### config.mk
export PLATFORM = sky130hd
export DESIGN_NAME = uge_regs
export DESIGN_NICKNAME = d
export VERILOG_FILES = /design/src/hw/uge_pkg.sv /design/src/hw/uge_flag.sv /design/src/hw/uge_regs.sv
export SDC_FILE = /design/constraint.sdc
export NUM_CORES = 1
export LEC_CHECK = 0
export BUFFER_PORTS_ARGS = -buffer_cell sky130_fd_sc_hd__buf_4
export CAP_MARGIN = 20
export CORE_AREA = 4 4 68 70
export DETAILED_ROUTE_END_ITERATION = 6
export DIE_AREA = 0 0 72 74
export MAX_ROUTING_LAYER = met4
export PLACE_DENSITY = 0.7
export SYNTH_ARGS = -nofsm -noshare
export SYNTH_HDL_FRONTEND = slang
export SYNTH_SLANG_ARGS = --single-unit
### constraint.sdc
create_clock -name mclk_i -period 2.9 [get_ports mclk_i]
set_input_delay 0.145 -clock mclk_i [delete_from_list [all_inputs] [get_ports mclk_i]]
set_output_delay 0.145 -clock mclk_i [all_outputs]
set_load 0.02 [all_outputs]
### src/hw/uge_pkg.sv
// Purpose: shared constants and types for the usb global control registers
// Assumes: 8-bit special function register bus from the core
// Notes:   offsets are the core's sfr addresses
package uge_pkg;
  localparam logic [7:0] EVT_EN_ADDR  = 8'hBE;
  localparam logic [7:0] FUNC_ADR_ADDR = 8'hC6;
  localparam logic [7:0] EP_SEL_ADDR  = 8'hC7;
  localparam logic [7:0] EVT_EN_RST   = 8'h10;
  localparam logic [7:0] FUNC_ADR_RST = 8'h80;
  localparam logic [7:0] EP_SEL_RST   = 8'h00;
  localparam logic [7:0] EVT_EN_MASK  = 8'h39;
  localparam logic [7:0] EP_SEL_MASK  = 8'h0F;
  localparam int WAKE_BIT    = 5;
  localparam int RST_END_BIT = 4;
  localparam int SOF_BIT     = 3;
  localparam int SUSP_BIT    = 0;
  localparam int FUNC_EN_BIT = 7;
  localparam logic [3:0] EP_LAST = 4'h6;

  typedef struct packed {
    logic       wr;
    logic       rd;
    logic [7:0] addr;
    logic [7:0] wdata;
  } uge_sfr_req_t;

  typedef struct packed {
    logic wake;
    logic rst_end;
    logic sof;
    logic susp;
  } uge_evt_t;
endpackage : uge_pkg

### src/hw/uge_flag.sv
// Purpose: one sticky event flag, set by hardware, cleared by software
// Assumes: set and clear are single-cycle pulses on mclk_i
// Notes:   set wins over a clear in the same cycle
`timescale 1ns/1ps
module uge_flag (
  input  wire logic mclk_i,
  input  wire logic sys_rst_i,
  input  wire logic set_i,
  input  wire logic clr_i,
  output logic      flag_o
);
  always_ff @(posedge mclk_i) begin
    if (sys_rst_i) begin
      flag_o <= 1'b0;
    end else if (set_i) begin
      flag_o <= 1'b1;
    end else if (clr_i) begin
      flag_o <= 1'b0;
    end
  end
endmodule : uge_flag

### src/hw/uge_regs.sv
// Purpose: usb event enable, function address and endpoint select registers
// Assumes: single clock mclk_i, synchronous active-high reset, sfr bus
// Notes:   event flags are kept here to form the usb interrupt and are also output on evt_flags_o
`timescale 1ns/1ps
module uge_regs (
  input  wire logic                  mclk_i,
  input  wire logic                  sys_rst_i,
  input  wire uge_pkg::uge_sfr_req_t sfr_req_i,
  input  wire uge_pkg::uge_evt_t     evt_set_i,
  input  wire uge_pkg::uge_evt_t     evt_clr_i,
  input  wire logic                  bus_reset_i,
  output logic [7:0]                 sfr_rdata_o,
  output logic                       sfr_rvalid_o,
  output uge_pkg::uge_evt_t          evt_flags_o,
  output logic                       usb_irq_o,
  output logic                       function_enable_o,
  output logic [6:0]                 bus_address_field_o,
  output logic [3:0]                 endpoint_index_o
);
  logic [7:0] usb_event_enable_r;
  logic [7:0] usb_function_address_r;
  logic [7:0] endpoint_select_r;
  logic [3:0] flag_set;
  logic [3:0] flag_clr;
  logic [3:0] flag_q;
  logic [3:0] en_q;
  logic       wr_en;
  logic       wr_adr;
  logic       wr_ep;
  logic [7:0] rdata_nxt;
  logic       irq_nxt;

  assign wr_en  = sfr_req_i.wr && (sfr_req_i.addr == uge_pkg::EVT_EN_ADDR);
  assign wr_adr = sfr_req_i.wr && (sfr_req_i.addr == uge_pkg::FUNC_ADR_ADDR);
  assign wr_ep  = sfr_req_i.wr && (sfr_req_i.addr == uge_pkg::EP_SEL_ADDR);

  // reserved positions are never stored, so they cannot read back as one
  always_ff @(posedge mclk_i) begin
    if (sys_rst_i) begin
      usb_event_enable_r <= uge_pkg::EVT_EN_RST;
    end else if (wr_en) begin
      usb_event_enable_r <= sfr_req_i.wdata & uge_pkg::EVT_EN_MASK;
    end
  end

  // a bus reset returns to the default address but keeps the enable bit
  always_ff @(posedge mclk_i) begin
    if (sys_rst_i) begin
      usb_function_address_r <= uge_pkg::FUNC_ADR_RST;
    end else if (bus_reset_i) begin
      usb_function_address_r[6:0] <= 7'h00;
    end else if (wr_adr) begin
      usb_function_address_r <= sfr_req_i.wdata;
    end
  end

  // out-of-range endpoint numbers are stored as written; firmware keeps to 0..6
  always_ff @(posedge mclk_i) begin
    if (sys_rst_i) begin
      endpoint_select_r <= uge_pkg::EP_SEL_RST;
    end else if (wr_ep) begin
      endpoint_select_r <= sfr_req_i.wdata & uge_pkg::EP_SEL_MASK;
    end
  end

  always_comb begin
    unique case (sfr_req_i.addr)
      uge_pkg::EVT_EN_ADDR:   rdata_nxt = usb_event_enable_r;
      uge_pkg::FUNC_ADR_ADDR: rdata_nxt = usb_function_address_r;
      uge_pkg::EP_SEL_ADDR:   rdata_nxt = endpoint_select_r;
      default:                rdata_nxt = 8'h00;
    endcase
  end

  // registered read data: a read in the cycle of a write sees the old value
  always_ff @(posedge mclk_i) begin
    if (sys_rst_i) begin
      sfr_rdata_o  <= 8'h00;
      sfr_rvalid_o <= 1'b0;
    end else begin
      sfr_rvalid_o <= sfr_req_i.rd;
      if (sfr_req_i.rd) begin
        sfr_rdata_o <= rdata_nxt;
      end
    end
  end

  assign flag_set = {evt_set_i.wake, evt_set_i.rst_end,
                     evt_set_i.sof, evt_set_i.susp};
  assign flag_clr = {evt_clr_i.wake, evt_clr_i.rst_end,
                     evt_clr_i.sof, evt_clr_i.susp};
  assign en_q = {usb_event_enable_r[uge_pkg::WAKE_BIT],
                 usb_event_enable_r[uge_pkg::RST_END_BIT],
                 usb_event_enable_r[uge_pkg::SOF_BIT],
                 usb_event_enable_r[uge_pkg::SUSP_BIT]};
  assign irq_nxt = |(flag_q & en_q);

  // flags set regardless of enables; enables only mask the request
  for (genvar g = 0; g < 4; g++) begin : g_flag
    uge_flag u_flag (
      .mclk_i    (mclk_i),
      .sys_rst_i (sys_rst_i),
      .set_i     (flag_set[g]),
      .clr_i     (flag_clr[g]),
      .flag_o    (flag_q[g])
    );
  end

  // one cycle of lag on the request keeps every output straight from a flop
  always_ff @(posedge mclk_i) begin
    if (sys_rst_i) begin
      usb_irq_o   <= 1'b0;
      evt_flags_o <= '0;
    end else begin
      usb_irq_o   <= irq_nxt;
      evt_flags_o <= flag_q;
    end
  end

  always_ff @(posedge mclk_i) begin
    if (sys_rst_i) begin
      function_enable_o   <= uge_pkg::FUNC_ADR_RST[uge_pkg::FUNC_EN_BIT];
      bus_address_field_o <= uge_pkg::FUNC_ADR_RST[6:0];
      endpoint_index_o    <= uge_pkg::EP_SEL_RST[3:0];
    end else begin
      function_enable_o   <=
        usb_function_address_r[uge_pkg::FUNC_EN_BIT];
      bus_address_field_o <= usb_function_address_r[6:0];
      endpoint_index_o    <= endpoint_select_r[3:0];
    end
  end
endmodule : uge_regs

# After elaboration in Yosys (flattened, before gate mapping)
# Index checks and enable logic that the tools add are counted.
dict set report word_totals {
  register_bits 46
  in_bits 29
  out_inout_bits 26
  word_cells 42
}
dict set report classes {
  eq_ne 3
  muxes 9
  n_bitwise 2
  n_reduce_logical 10
}
# operator count
set ops {}
lappend ops {{equality test 8 bit (second input constant)} 3}
lappend ops {{one-hot mux 8 bit (3 select lines)} 1}
lappend ops {{two-way mux 1 bit} 8}
lappend ops {{nonzero test 2 bit} 4}
lappend ops {{AND 4 bit} 1}
lappend ops {{OR reduction 4 bit} 1}
lappend ops {{logical AND 1 bit} 3}
lappend ops {{AND reduction 2 bit} 1}
lappend ops {{OR reduction 2 bit} 1}
lappend ops {{inverter 1 bit} 1}

# Longest topological paths before layout
# Gate-level depths: netlist (run 1).
dict set report depth {
  ltp_word 3
  ltp_mapped 6
  mapped_depth_nobuf 3
}

# Cells and area by module
# From an unflattened synthesis (run 1), not the netlist that was laid out.
dict set report hier_totals {
  hier_cells 170
  area_unflattened_um2 1734.2
}
# mod n_inst cells_per_inst area_each_um2 seq_area_each_um2
set by_module_without_submodules {}
lappend by_module_without_submodules {uge_regs 1 154 1579.0 840.8}
lappend by_module_without_submodules {uge_flag 4 4 38.8 20.0}

# Worst setup path before layout (run 1)
# OpenSTA, ideal clock, no wires.
dict set report synth_timing {
  path_kind {in2reg}
  start {input port sfr_req_i[11] (netlist name)}
  end {register sfr_rdata_o[6]}
  setup_ps 67
  t_arrival_ps 1462
  required_time_ps 2833
  path_slack_ps 1371
  path_stages 4
  path_buffers 1
  cell_sequence {or4b_4 -> buf_6 -> or4_4 -> a21oi_2}
}
dict set report synth_between {
  elab_chain_len 2
  elab_cells_between_ends 4
  cone_classes {eq/ne (3); mux (1)}
}
# item line
set synth_rtl {}
lappend synth_rtl {{start: declaration} uge_regs.sv:8} ;# input wire uge_pkg::uge_sfr_req_t sfr_req_i,
lappend synth_rtl {{equality test 8 bit} uge_regs.sv:67} ;# unique case (sfr_req_i.addr)
lappend synth_rtl {{one-hot mux 8 bit (3 select lines) *} uge_regs.sv:67}
lappend synth_rtl {{end signal: assignment} uge_regs.sv:83} ;# sfr_rdata_o <= rdata_nxt;
lappend synth_rtl {{end: declaration} uge_regs.sv:12} ;# output logic [7:0] sfr_rdata_o,
# Mark *: on every way between the ends. The rest lies on a longest branch, timed or not.
# A chain may end at the register's enable or synchronous reset.

# Worst setup path in the final report (run 1)
dict set report layout_timing {
  start {input port sfr_req_i[11] (netlist name)}
  end {register endpoint_select_r[2]}
}
dict set report layout_between {
  elab_chain_len 2
}
# item line
set layout_rtl {}
lappend layout_rtl {{equality test 8 bit} uge_regs.sv:35} ;# assign wr_ep = sfr_req_i.wr && (sfr_req_i.addr == uge_pkg::EP_SEL_ADDR);
lappend layout_rtl {{logical AND 1 bit} uge_regs.sv:35}
lappend layout_rtl {{end signal: assignment} uge_regs.sv:60} ;# endpoint_select_r <= uge_pkg::EP_SEL_RST;
lappend layout_rtl {{end signal: assignment} uge_regs.sv:62} ;# endpoint_select_r <= sfr_req_i.wdata & uge_pkg::EP_SEL_MASK;
lappend layout_rtl {{end: declaration} uge_regs.sv:22} ;# logic [7:0] endpoint_select_r;
# No other way between the ends.

==> flow_summary.ini, run 1 <==
[status]
status = finished, final reports clean

[yosys]
yosysTopAreaCellShare_pct = 51.9
synthFlopType = dfxtp_1
avgSynthCellArea_um2 = 9.97
seq_area_frac_synth_pct = 51.9
synth_area_leaders = dfxtp_1, nor2b_1, nand2b_1, mux2i_1, mux2_2
ys.warnings.count = 0
synth_edf_count = 0
synthCells = 178
syn_nets = 207
ys_async_sr_fraction_pct = 0
synth_cell_types = 31
syn-cell-area_mm2 = 0.00177
synth-seq-cells = 46
yosys.area.top_type = dfxtp_1

[critical_path]
worstPathMaxFanout = 12
regToRegStartpoint = usb_function_address_r[6]
cpMaxStageDelayCell = or4b_4
crit_path_start_kind = input pin
worst-endpoint-required_ns = 3.09
ff2ff_path_depth = 3
r2r-end = sfr_rdata_o[6]
critPathKind = in2reg
r2r_slack_ns = 1.86
path_cells = buf_4 > or4b_4 > nor3_2 > mux2_2
setup.worst_path.end_class = flop
cpPeakStageDelay_ns = 0.63
critPathArrivalTime_ns = 1.69

[die]
start_util_pct = 44.7
die_w_um = 72
rows = 23
die_h_um = 74
die_area_mm2 = 0.00533
io_pins = 55
core_mm2 = 0.00397

[timing]
relSlewSlack_pct = 71.4
hold_viol_final = 0
rsz0062_at_grt = no
min_period_over_period_pct = 51.6
fin_tns_setup_ns = 0
finClkSkew_ns = 0.00576
setup_viol = 0
fmaxAchievable_mhz = 669
setup_ws_ns = 1.40
final-max-slew-violation-count = 0
tightest_slew_ns = 0.429
fin_crit_ns = 1.50

[pwr]
vdd_drop_max_mv = 0.311
p_per_area_mw_per_mm2 = 553
p_leak_nw = 0.970

[detailed_routing]
drt.antenna.violating_nets = 0
vias = 1431
avgRoutedWirePerCell_um = 14.3
wirelength_um = 3980
drc_errors = 0
drtIter0Drc = 125
drtPass1Iterations = 4
avgViaCountPerCell = 5.13

[placed_design]
gp_congestion = 0.752
portBuffers = 54
post-dp-hpwl_um = 2810
dp_slack_ns = 1.09

[final_layout]
drive_gt1_share_pct = 32.3
area_growth_pct = 31.9
multi_input_area_um2 = 776
regArea_um2 = 921
finalNetCount = 257
fillers = 370
diodes = 0

[min_path]
hold_path_class = in2reg
hp-start = evt_set_i[1]
min_to = g_flag[1].u_flag.flag_o
holdPathStages = 3

[clock_tree]
h-tree-depth = 2
cts_setup_buffers = 0
clock-root-buffer = clkbuf_8
clk_latency_ns = 0.30
clk_pin_slew_worst_paths_ns = 0.09
clk_path_buf_depth = 2
cts_buffers = 5
cts_tree = built
postCtsHoldBufs = 0
cts_resized = 0
cts_sinks = 46

[global_routing]
antenna_found_initial = 0
grt_first_pass_wirelength_um = 6400
grt_usage_pct = 15.9
grt_max_degree = 46
gr-total-overflow = 0
grt_pass1_vias = 1390

[run]
drv_cap = 0
## cell type report
| cell class | count | area share [%] |
|---|---|---|
| Sequential cell | 46 | 39.4 |
| Multi-Input combinational cell | 112 | 33.2 |
| Timing Repair Buffer | 55 | 17.6 |
| Clock buffer | 5 | 2.94 |
| Clock inverter | 3 | 2.94 |
| Tap cell | 50 | 2.67 |
| Inverter | 8 | 1.28 |
## worst max-delay path: cells and delay by family
kind                   cells  cell delay, ns
and+or+nand+nor            2            1.04
muxes                      1            0.38
buffers and inverters      1            0.12
## cells in the mapped netlist, drive strengths merged, types with 2 or more instances
cell,count
mux2i,7
o31ai,7
nor2,9
a211oi,7
nand2,6
o21ai,2
a22oi,4
a221o,2
buf,2
dfxtp,46
or4,2
and4b,2
nor2b,16
clkbuf,10
inv,8
a21oi,9
and3,3
nand2b,12
nand4,9
and2,2
mux2,6
## registers in the layout (all words and copies together) (netlist names)
register,flops
sfr_rdata_o,8
endpoint_index_o,4
sfr_rvalid_o,1
usb_irq_o,1
usb_event_enable_r,4
function_enable_o,1
evt_flags_o,4
usb_function_address_r,8
bus_address_field_o,7
g_flag.u_flag.flag_o,4
endpoint_select_r,4
## cells in the final DEF, fill, tap and decap left out, types with 2 or more instances in the layout
| cell | synthesis | final |
|---|---|---|
| o31ai_1 | 7 | 7 |
| nand2b_1 | 12 | 12 |
| and3_1 | 3 | 3 |
| dfxtp_1 | 46 | 46 |
| o21ai_0 | 2 | 2 |
| nand2_1 | 6 | 6 |
| buf_4 | 0 | 55 |
| mux2_2 | 6 | 6 |
| bufinv_16 | 0 | 2 |
| nor2b_1 | 16 | 16 |
| clkbuf_8 | 0 | 5 |
| and4b_1 | 2 | 2 |
| a22oi_1 | 4 | 4 |
| a221o_1 | 2 | 2 |
| and2_1 | 2 | 2 |
| nand4_1 | 9 | 9 |
| a211oi_1 | 7 | 7 |
| mux2i_1 | 7 | 7 |
| inv_1 | 8 | 8 |
| nor2_1 | 9 | 9 |
| a21oi_1 | 8 | 8 |
## layer usage
layer	GRT usage [%]	vias up	share of wire, %
li1	-	723	-
met1	19.5	661	46
met3	4.73	5	6.7
met5	-	-	0
met2	25.2	42	46
met4	5.01	0	1.3
## where the power goes
part           total [mW]  switching [mW]  leakage [nW]  internal, mW
sequential          0.643         0.00366         0.373         0.639
clock               0.562           0.217        0.0683         0.345
combinational      0.0896          0.0463         0.529        0.0432
total                1.29           0.267         0.970          1.03
## metrics by stage
stage / power, mW / hold slack, ns / area [um2] / instances / utilization, %
floorplan: 0.699 / 0.262 / 1770 / 178 / -
global placement: 0.748 / 0.357 / 2200 / 271 / 55.5
detailed placement: 0.747 / 0.359 / 2200 / 271 / 55.5
CTS: 1.31 / 0.0421 / 2340 / 279 / 58.9
global route: 1.34 / 0.0454 / 2340 / 279 / 58.9
finish: 1.29 / 0.0494 / 2340 / 279 / 58.9
## how the worst max path moves through the flow
stage / start / end / slack, ns / cells after the start
floorplan: sfr_req_i[11] / sfr_rdata_o[6] / 1.37 / 4
global placement: sfr_req_i[11] / endpoint_select_r[2] / 1.11 / 4
detailed placement: sfr_req_i[11] / endpoint_select_r[2] / 1.09 / 4
CTS: sfr_req_i[11] / endpoint_select_r[2] / 1.40 / 4
global route: sfr_req_i[11] / endpoint_select_r[2] / 1.34 / 4
finish: sfr_req_i[11] / endpoint_select_r[2] / 1.40 / 4
## kinds of logic after synthesis
| kind of cell | share of synthesized area, % |
|---|---|
| muxes | 7.76 |
| DFF | 51.9 |
| and+or+nand+nor | 23.6 |
| buffers and inverters | 4.72 |
| AOI/OAI and AO/OA | 12.1 |
No activity file was read; power rests on OpenSTA's default activity.
==> run 2: changes to the inputs <==
PLACE_DENSITY = 0.73   (was 0.7)
clock period = 1.3 ns   (was 2.9 ns; I/O delays follow)
==> flow_summary.ini, run 2 (same netlist as run 1, synthesis figures left out) <==
[global_routing]
antenna_found_initial = 0
grt_usage_pct = 17.0
grt_pass1_vias = 1493
grt_first_pass_wirelength_um = 6840
gr-total-overflow = 0
grt_max_degree = 45

[clock_tree]
clk_path_buf_depth = 2
cts_sinks = 46
cts_setup_buffers = 0
cts_tree = built
cts_buffers = 5
h-tree-depth = 2
clk_latency_ns = 0.30
clk_pin_slew_worst_paths_ns = 0.09
clock-root-buffer = clkbuf_8

[run]
drv_cap = 0

[placed_design]
portBuffers = 54
dpl-instance-area_mm2 = 0.00226
post-dp-hpwl_um = 2910
gp_congestion = 0.819
numPlacedInstances = 277

[detailed_routing]
drc_errors = 0
avgRoutedWirePerCell_um = 14.7
drtIter0Drc = 57
drtPass1Iterations = 4
wirelength_um = 4290
vias = 1528
drt.antenna.violating_nets = 0
avgViaCountPerCell = 5.23

[timing]
relSlewSlack_pct = 79.4
min_period_over_period_pct = 93.3
hold_ws_ns = 0.0283
tightest_slew_ns = 0.307
fmaxAchievable_mhz = 824
final-max-slew-violation-count = 0
rsz0062_at_grt = no
fin_crit_ns = 1.21
hold_viol_final = 0
setup_viol = 0
finClkSkew_ns = 0.00531

[die]
io_pins = 55
die_w_um = 72
core_mm2 = 0.00397
start_util_pct = 44.7
rows = 23
die_h_um = 74
die_area_mm2 = 0.00533

[final_layout]
area_growth_pct = 38.9
finalNetCount = 270
fin_area_mm2 = 0.00246
mostFrequentLayoutCells = buf_4, dfxtp_1, nor2b_1
regArea_um2 = 921
drive_gt1_share_pct = 33.5
fillers = 362
final-instance-count-excl-fill = 292
layout_commonest_cell = buf_4
multi_input_area_um2 = 781
diodes = 0
biggestRegsByFlops = sfr_rdata_o: 8 flops, usb_function_address_r: 8 flops, bus_address_field_o: 7 flops

[critical_path]
critPathKind = in2reg
critPathArrivalTime_ns = 1.41
worstPathMaxFanout = 22
worst-endpoint-required_ns = 1.50
crit_path_start_kind = input pin
setup.worst_path.end_class = flop

[status]
status = finished, final reports clean

[pwr]
vdd_drop_max_mv = 0.638
p_per_area_mw_per_mm2 = 1110
p_leak_nw = 1.03

[min_path]
hold_path_class = in2reg
-- run 2: worst paths after layout --
kind                                                   to  slack [ns]                      start  cells after the start
worst min register to register             sfr_rdata_o[4]        0.47             sfr_rdata_o[4]                      2
worst max-delay path                       sfr_rdata_o[3]        0.09                  sys_rst_i                      6
worst min-delay path            usb_function_address_r[6]        0.03               sfr_req_i[6]                      3
worst max register to register             sfr_rdata_o[7]        0.19  usb_function_address_r[7]                      3
-- run 2: per-layer routing --
layer / global-route usage (%) / wire [um] / vias to the layer above
met1: 21.1 / 1890 / 709
met2: 27.0 / 2030 / 57
met4: 7.52 / 70 / 0
li1: - / - / 754
met3: 3.24 / 298 / 8
met5: - / 0 / -
-- run 2: area by class of cell --
type / count / share of cell area (%)
Clock buffer: 5 / 2.79
Clock inverter: 3 / 1.83
Inverter: 8 / 1.22
Multi-Input combinational cell: 112 / 31.7
Sequential cell: 46 / 37.4
Tap cell: 50 / 2.54
Timing Repair Buffer: 68 / 22.5
-- run 2: timing repair --
action | 4_1_cts | 5_1_grt
hold endpoints to repair | 7 | 0
hold buffers | 6 | 0
endpoints found under the setup margin | 0 | 2
resized for setup | 0 | 1
-- run 2: report_power, final --
part	total, mW	switching, mW	internal, mW
clock	1.07	0.497	0.572
sequential	1.43	0.00848	1.43
combinational	0.240	0.114	0.126
total	2.74	0.619	2.12
-- run 2: metrics by stage --
step | setup WS [ns] | util, % | TNS (ns) | power, mW
after detailed placement | -0.185 | 56.9 | -1.57 | 1.68
after global placement | -0.154 | 56.9 | -1.29 | 1.68
after CTS | 0.0377 | 61.3 | 0 | 2.76
after global routing | 0.000608 | 62.0 | 0 | 2.85
after floorplan | -0.0510 | - | -0.0606 | 1.56
final | 0.0871 | 62.0 | 0 | 2.74
-- run 2: worst max-delay path, cell delays in order --
cell and delay (ns):
dlygate4sd3_1 0.53, buf_4 0.15, buf_12 0.15, nor2_1 0.08, and2_1 0.17, a221o_1 0.26
